[config.mk]
export PLATFORM = sky130hd
export DESIGN_NAME = phy_timing_regs
export DESIGN_NICKNAME = d
export VERILOG_FILES = /design/src/verilog/phy_cfg_pkg.sv /design/src/verilog/phy_timing_regs.sv /design/src/verilog/timing_select.sv
export SDC_FILE = /design/constraint.sdc
export NUM_CORES = 1
export LEC_CHECK = 0
export BUFFER_PORTS_ARGS = -buffer_cell sky130_fd_sc_hd__buf_2
export CORE_ASPECT_RATIO = 0.6
export CORE_UTILIZATION = 53
export CTS_CLUSTER_SIZE = 40
export DETAILED_ROUTE_END_ITERATION = 7
export HOLD_SLACK_MARGIN = 0.05
export PLACE_DENSITY = 0.91
export SLEW_MARGIN = 10
export SYNTH_ARGS = -nofsm -noshare
export SYNTH_HDL_FRONTEND = slang
export SYNTH_SLANG_ARGS = --single-unit
[constraint.sdc]
create_clock -name CORE_CLK -period 5.3 [get_ports CORE_CLK]
set_clock_uncertainty 0.2 [all_clocks]
set_input_delay 0.53 -clock CORE_CLK [delete_from_list [all_inputs] [get_ports CORE_CLK]]
set_output_delay 0.53 -clock CORE_CLK [all_outputs]
set_load 0.1 [all_outputs]
[src/verilog/phy_cfg_pkg.sv]
// shared constants and types for the phy timing override bank
package phy_cfg_pkg;

  // ********************************************************
  // indirect register offsets
  // ********************************************************
  localparam logic [7:0] CLK_LANE_TRAIL_TIME_OFS = 8'h02;
  localparam logic [7:0] CLK_LANE_POST_TIME_OFS = 8'h03;
  localparam logic [7:0] DATA_LANE_PREPARE_TIME_OFS = 8'h04;
  localparam logic [7:0] DATA_LANE_ZERO_TIME_OFS = 8'h05;
  localparam logic [7:0] DATA_LANE_TRAIL_TIME_OFS = 8'h06;
  localparam logic [7:0] DATA_LANE_EXIT_TIME_OFS = 8'h07;
  localparam logic [7:0] LOW_POWER_PERIOD_OFS = 8'h08;
  localparam logic [7:0] RAW_PIXEL_JUSTIFY_OFS = 8'h09;

  // ********************************************************
  // bank shape, fields and reset values
  // ********************************************************
  localparam int BANK_DEPTH = 8;
  localparam int NUM_TIMING = 7;
  localparam logic [7:0] BANK_FIRST = CLK_LANE_TRAIL_TIME_OFS;
  localparam logic [7:0] BANK_LAST = RAW_PIXEL_JUSTIFY_OFS;
  localparam logic [2:0] RAW_ENTRY = 3'h7;
  localparam int OVERRIDE_BIT = 7;
  localparam int RAW_JUSTIFY_BIT = 4;
  localparam logic [7:0] REG_RESET = 8'h00;
  localparam logic [7:0] UNMAPPED_READ = 8'h00;

  // value field widths, in bank entry order
  localparam int CLK_TRAIL_W = 4;
  localparam int CLK_POST_W = 6;
  localparam int DAT_PREPARE_W = 5;
  localparam int DAT_ZERO_W = 5;
  localparam int DAT_TRAIL_W = 4;
  localparam int DAT_EXIT_W = 5;
  localparam int LP_PERIOD_W = 4;
  localparam int FIELD_W [NUM_TIMING] = '{CLK_TRAIL_W, CLK_POST_W,
    DAT_PREPARE_W, DAT_ZERO_W, DAT_TRAIL_W, DAT_EXIT_W, LP_PERIOD_W};
  // bit position of each field inside timing_t
  localparam int FIELD_LSB [NUM_TIMING] = '{29, 23, 18, 13, 9, 4, 0};

  // ********************************************************
  // carriers
  // ********************************************************
  typedef struct packed {
    logic [CLK_TRAIL_W-1:0] clk_trail;
    logic [CLK_POST_W-1:0] clk_post;
    logic [DAT_PREPARE_W-1:0] dat_prepare;
    logic [DAT_ZERO_W-1:0] dat_zero;
    logic [DAT_TRAIL_W-1:0] dat_trail;
    logic [DAT_EXIT_W-1:0] dat_exit;
    logic [LP_PERIOD_W-1:0] lp_period;
  } timing_t;

  typedef struct packed {
    logic index_wr;
    logic data_wr;
    logic data_rd;
    logic [7:0] wdata;
  } host_access_t;

endpackage

[src/verilog/phy_timing_regs.sv]
// indirect timing override and raw justify register bank
//
// Function
// RULE_01: clock trail: auto, or bits 3:0 if bit7
// RULE_02: clock post: auto, or bits 5:0 if bit7
// RULE_03: data prepare: auto, or bits 4:0 if bit7
// RULE_04: data zero: auto, or bits 4:0 if bit7
// RULE_05: data trail: auto, or bits 3:0 if bit7
// RULE_06: data exit: auto, or bits 4:0 if bit7
// RULE_07: low power period: auto, or bits 3:0
// RULE_08: justify bit clear puts raw on lsbs
// RULE_09: justify bit set puts raw on msbs
// RULE_10: access through index port and data port
// RULE_11: all reset zero; reserved bits read back
`timescale 1ns/10ps
module phy_timing_regs import phy_cfg_pkg::*; #(
  parameter int RAW_W = 12,
  parameter int RGB_W = 24
) (
  input wire logic CORE_CLK,
  input wire logic RESET,
  input wire host_access_t HOST,
  output logic [7:0] INDEX_RDATA,
  output logic [7:0] DATA_RDATA,
  input wire timing_t AUTO_TIMING,
  output wire timing_t TIMING,
  input wire logic [RAW_W-1:0] RAW_SAMPLE,
  output logic [RGB_W-1:0] RGB_BUS
);

  // ********************************************************
  // index port and decode
  // ********************************************************
  logic [7:0] index_reg;
  logic [7:0] bank_reg [BANK_DEPTH];
  logic [7:0] data_rdata_next;
  logic [RGB_W-1:0] rgb_next;

  // the index outside 02h..09h hits nothing: writes drop, reads give zero
  wire in_bank = (index_reg >= BANK_FIRST) && (index_reg <= BANK_LAST);
  wire [7:0] bank_ofs = index_reg - BANK_FIRST;
  wire [2:0] bank_sel = bank_ofs[2:0];
  wire bank_we = HOST.data_wr && in_bank; // RULE_10
  wire raw_high = bank_reg[RAW_ENTRY][RAW_JUSTIFY_BIT];

  assign data_rdata_next = in_bank ? bank_reg[bank_sel] : UNMAPPED_READ;

  // index register; a data access in the same cycle uses the old index
  always_ff @(posedge CORE_CLK or posedge RESET) begin
    if (RESET) begin
      index_reg <= REG_RESET;
      INDEX_RDATA <= REG_RESET;
    end else begin
      if (HOST.index_wr) begin
        index_reg <= HOST.wdata; // RULE_10
        INDEX_RDATA <= HOST.wdata;
      end
    end
  end

  // ********************************************************
  // register bank
  // ********************************************************
  // whole byte stored, reserved bits included, so software reads back
  always_ff @(posedge CORE_CLK or posedge RESET) begin
    if (RESET) begin
      for (int k = 0; k < BANK_DEPTH; k++) begin
        bank_reg[k] <= REG_RESET; // RULE_11
      end
    end else begin
      if (bank_we) begin
        bank_reg[bank_sel] <= HOST.wdata; // RULE_11
      end
    end
  end

  // read data holds until the next read strobe
  always_ff @(posedge CORE_CLK or posedge RESET) begin
    if (RESET) begin
      DATA_RDATA <= REG_RESET;
    end else begin
      if (HOST.data_rd) begin
        DATA_RDATA <= data_rdata_next; // RULE_10
      end
    end
  end

  // ********************************************************
  // timing override selection
  // ********************************************************
  // entries 0..6 map one to one onto the timing fields
  for (genvar i = 0; i < NUM_TIMING; i++) begin : g_timing
    localparam int W = FIELD_W[i];
    localparam int L = FIELD_LSB[i];
    logic [W-1:0] sel_val;
    timing_select #(.WIDTH(W)) u_sel (
      .clk(CORE_CLK),
      .rst(RESET),
      .cfg_byte(bank_reg[i]), // RULE_01 RULE_02 RULE_03 RULE_04
      .auto_val(AUTO_TIMING[L +: W]), // RULE_05 RULE_06 RULE_07
      .sel_reg(sel_val)
    );
    assign TIMING[L +: W] = sel_val;
  end

  // ********************************************************
  // raw pixel justification
  // ********************************************************
  // unused bus bits are zero so downstream packing stays clean
  assign rgb_next = raw_high ?
    {RAW_SAMPLE, {(RGB_W-RAW_W){1'b0}}} : // RULE_09
    {{(RGB_W-RAW_W){1'b0}}, RAW_SAMPLE}; // RULE_08

  always_ff @(posedge CORE_CLK or posedge RESET) begin
    if (RESET) begin
      RGB_BUS <= '0;
    end else begin
      RGB_BUS <= rgb_next;
    end
  end
endmodule

[src/verilog/timing_select.sv]
// one timing parameter: automatic value or software override
`timescale 1ns/10ps
module timing_select import phy_cfg_pkg::*; #(
  parameter int WIDTH = 4
) (
  input wire logic clk,
  input wire logic rst,
  input wire logic [7:0] cfg_byte,
  input wire logic [WIDTH-1:0] auto_val,
  output logic [WIDTH-1:0] sel_reg
);

  // ********************************************************
  // selection
  // ********************************************************
  wire override_on = cfg_byte[OVERRIDE_BIT];
  wire [WIDTH-1:0] sel_next = override_on ? cfg_byte[WIDTH-1:0] : auto_val;

  // registered so the transmitter sees a glitch-free value
  always_ff @(posedge clk or posedge rst) begin
    if (rst) begin
      sel_reg <= '0;
    end else begin
      sel_reg <= sel_next;
    end
  end

endmodule

After elaboration in Yosys (flattened, before gate mapping)
Index checks and enable logic that the tools add are counted.

storage, ports and cells
  bits in registers = 137
  bits in latches = 0
  RAM bits = 0
  memory bits (read-only) = 0
  input bits = 58
  output and inout port bits = 73
  word-level logic and storage cells = 42
  memories kept = 0

cells by class
  add/sub/neg operators = 1
  multiply operators = 0
  div/mod/pow operators = 0
  $lt $le $gt $ge = 4
  eq/ne operators = 0
  shifts and indexed selects = 0
  multiplexer cells = 15
  bitwise operators = 1
  reduce and logical (&&, ||, !) cells = 3

operators by type and width
  operator                                                     count
  bitwise mux 64 bit                                           1
  two-way mux 8 bit                                            4
  binary-select mux 8 bit (select 3 bit)                       1
  demux 8 bit (select 3 bit)                                   1
  two-way mux 24 bit                                           1
  two-way mux 5 bit                                            3
  two-way mux 4 bit                                            3
  >= comparator 8 x 2 -> 1 bit (second input constant)         1
  <= comparator 8 x 4 -> 1 bit (second input constant)         1
  two-way mux 6 bit                                            1
  >= comparator 4 bit (second input constant)                  1
  less-than comparator 4 x 1 -> 1 bit (second input constant)  1
  inverter 3 -> 4 bit                                          1
  logical AND 1 bit                                            3
  subtractor 3 x 2 -> 3 bit (second input constant)            1

Logic depth before layout (Yosys ltp)
  depth in word-level cells = 7
  mapped depth = 9
  mapped depth without buffers = 5

By module
Synthesis repeated with hierarchy kept, for this count alone.

second synthesis, totals
  cells, all modules = 353
  area, all modules = 5,642.9 µm²

by module, submodules not included
  module                                  instances  cells an instance  area each (µm²)  seq. area each (µm²)
  phy_timing_regs                         1          279                4,385.5          2,602.5
  timing_select at g_timing[2].u_sel ...  3          11                 185.2            125.1
  timing_select at g_timing[0].u_sel ...  3          9                  148.9            100.1
  timing_select at g_timing[1].u_sel      1          14                 255.2            150.1

Worst setup path before layout
Ideal clock, no wire load.

  path kind = register to register
  start = register index_reg[1]
  end = register DATA_RDATA[0]
  library setup time = 0.126 ns
  arrival time = 3.338 ns
  data required time = 4.974 ns
  path slack = 1.637 ns
  stages on the path, launching flop included = 10
  buffers on the path = 4
  clock period less this slack = 3.663 ns
  path through = dfrtp_1 > buf_6 > clkbuf_1 > inv_1 > ha_1 > clkbuf_1 > buf_2 > mux4_2 > mux2i_1 > o2bb2ai_1

on the way
  word-level cells in the longest chain between the ends = 6
  elaborated cells on any way between the ends = 9
  those cells by class = 1 x add/sub; 2 x order compare; 4 x mux; 1 x bitwise; 1 x reduce/logical

ends and longest elaborated chain
  what                                                  RTL line               text
  start, declared                                       phy_timing_regs.sv:34  logic [7:0] index_reg;
  start signal, assigned                                phy_timing_regs.sv:55  index_reg <= HOST.wdata;
  subtractor 3 x 2 -> 3 bit                             phy_timing_regs.sv:41  wire [7:0] bank_ofs = index_reg - BANK_FIRST;
  inverter 3 -> 4 bit (not written as such)             phy_timing_regs.sv:46  assign data_rdata_next = in_bank ? bank_reg[bank_sel] : UNMAPPED_READ;
  binary-select mux 8 bit (select 3 bit)                phy_timing_regs.sv:46
  two-way mux 8 bit (not written as such) (2 in a row)  phy_timing_regs.sv:46
  two-way mux 8 bit (*)                                 phy_timing_regs.sv:46
  end signal, assigned                                  phy_timing_regs.sv:83  DATA_RDATA <= data_rdata_next;
  end, declared                                         phy_timing_regs.sv:24  output logic [7:0] DATA_RDATA,

Mark *: on every way between the ends. The rest lies on a longest branch, timed or not. The select of a mux whose other input is x is not followed.
A chain may end at the register's enable or synchronous reset.

Worst setup path in the final report
Ends and elaborated chain as after synthesis.

==> run metrics <==
fin crit period=3.29 ns; Max-Cap Viols=0; Gate Count Post-Synth=347; Starting Density=0.557; flops & latches, synth=137; core footprint=0.0101 sq mm; Root Buffer=clkbuf_16; Fin. Hold Viols=0; CTS resizes=0; Placement Cell Area=0.00636 sq mm; DIE WIDTH=135 um; switching pwr=0.970 mW; CP Data Arrival Time=3.37 ns; WS Path Type=register to register; Post-synth EDFFs=0; Skew-Pair Late Insertion Delay=0.42 ns; remaining design rule violation count=0; R2R Path End=DATA_RDATA[0]; syn avg cell area=16.2 sq um; part of the power in combinational logic=0.195; final slew viol count=0; Syn Std Cell Area=0.00562 sq mm; H-tree levels=4; grt ovf=0; HP Start=RAW_SAMPLE[6]; share of cells above drive strength 1=0.585; final instance area=0.00698 sq mm; Max VDD drop=282 uV; setup TNS=0 ns; row count=28; routed len/inst=20.7 um; Worst Setup Start Kind=register; peak fanout along the critical path=22; CTS Buf Count=17; vias in the first global route=3652; final setup violation count=0; postcts setup bufs=0; n_diodes=0; Pint=2.04 mW; setup slack, reg-to-reg=2.01 ns; first-pass GRT wire length=20.0 mm; routability cong.=0.848; CTS tree=done; Leak=3.40 nW; clock-pin slew on the worst setup and hold paths=0.06 ns; DP HPWL=8.95 mm; initial antenna violation count=0; Hold Worst Slack=0.138 ns; Clock power frac=0.404; RSZ-0062 raised after global routing=false; R2R depth=5; max reg flops=64; ys flop type=dfrtp_1; most frequent cells in the layout=dfrtp_1, buf_2, mux2_2; WHS Endpoint=RGB_BUS[18]; Synth Net Count=409; P per Cell Area=431 mW/mm^2; required time worst endpoint=5.38 ns; Seq/Total Area, Yosys=0.610; cell depth of the worst hold path=2; Vias/cell=5.67; largest net degree at the start of global routing=76; max_slew headroom=0.337; most common cell after layout, fill and taps aside=dfrtp_1; async set-reset flop share out of synthesis=1.00; Hold Path Class=input pin to register; Initial DRT Pass Iterations=5; fmax=304 MHz; Area Overhead vs Synth=24.2%; Synth cell types=25; Sink Count=137; DR vias=3556; status=finished clean; initial DRC count=199; Crit. End Element=register; height of the die=81.8 um; pin slew with the least headroom to its limit=0.992 ns; post-route ant nets=0; Clock Tree Buf Depth=2; GRT Resource Usage Total=0.254; # IOs=131; part of the power in registers=0.401; layout net count=541; Synthesis Warnings=0; final worst path period share=0.620; port bufs=130; WL final=13.0 mm; Sw Share=0.322; R2R Path Start=index_reg[1]; DIE AREA=0.0110 sq mm
-- synth_stat cells, types with 3 or more instances --
cell type  instances  share of area
dfrtp_1          137           0.61
and2_1            12          0.013
nand2_1            4         0.0027
mux2_2           102           0.20
clkbuf_1          10         0.0067
mux4_2            16          0.064
a211o_1            3         0.0047
mux2i_1            8          0.014
o2bb2ai_1          8          0.012
buf_1              3         0.0020
inv_1              3         0.0020
ha_1               4         0.0089
buf_2              4         0.0036
a211oi_2           4         0.0089
nand3_1            4         0.0036
nor2b_1           12          0.013
-- power groups by stage --
stage                     Clock, mW  Sequential (mW)  Combinational (mW)
after floorplan                   0             1.50               0.186
after global placement            0             1.22               0.573
after detailed placement          0             1.22               0.587
after CTS                      1.22             1.21               0.591
after global routing           1.27             1.22               0.612
final                          1.22             1.21               0.587
-- cells by family (layout without fill, tap and decap cells) --
group,after synthesis,in the layout,share of synthesized area
mux,127,127,0.285
fa+ha+maj,4,4,0.00891
buf+inv,23,168,0.0189
simple gates,36,36,0.0385
flops,137,137,0.610
compound gates,20,20,0.0390
-- worst max-delay path by stage --
stage / start / to / cells after the start
floorplan: RESET / DATA_RDATA[0] / 1
global placement: index_reg[1] / DATA_RDATA[0] / 5
detailed placement: index_reg[1] / DATA_RDATA[0] / 5
CTS: index_reg[1] / DATA_RDATA[0] / 5
global route: index_reg[1] / DATA_RDATA[7] / 5
finish: index_reg[1] / DATA_RDATA[0] / 5
-- per-stage QoR --
stage	total power, mW	instances	setup slack (ns)	utilization
finish	3.01	627	2.01	0.692
global route	3.10	627	1.72	0.692
CTS	3.02	627	1.99	0.692
detailed placement	1.81	594	2.02	0.630
global placement	1.79	594	2.19	0.630
floorplan	1.68	347	0.902	-
-- area by class of cell --
class / count / area [sq um]
flip-flops and latches: 137 / 3430
fillers: 673 / 3110
multi-input cells: 187 / 2090
repair buffers: 132 / 668
clock buffers: 18 / 439
clock inverters: 14 / 173
well taps: 135 / 169
inverters: 4 / 20.0
-- timing repair --
item | in CTS | in global routing
hold buffers | 1 | 0
hold endpoints to repair | 62 | 0
setup endpoints to repair | 0 | 0
-- per-layer routing --
layer	share of wire	GRT usage
met2	0.47	0.381
met3	0.076	0.0784
met1	0.44	0.358
met5	0	0
met4	0.013	0.0843
-- critical path, stage by stage, from the launching register on --
cell and delay (ns):
dfrtp_1 0.92, inv_1 0.23, ha_1 0.95, mux4_2 0.61, mux2i_1 0.15, o2bb2ai_1 0.09
Power figures use the tool's default switching activity.
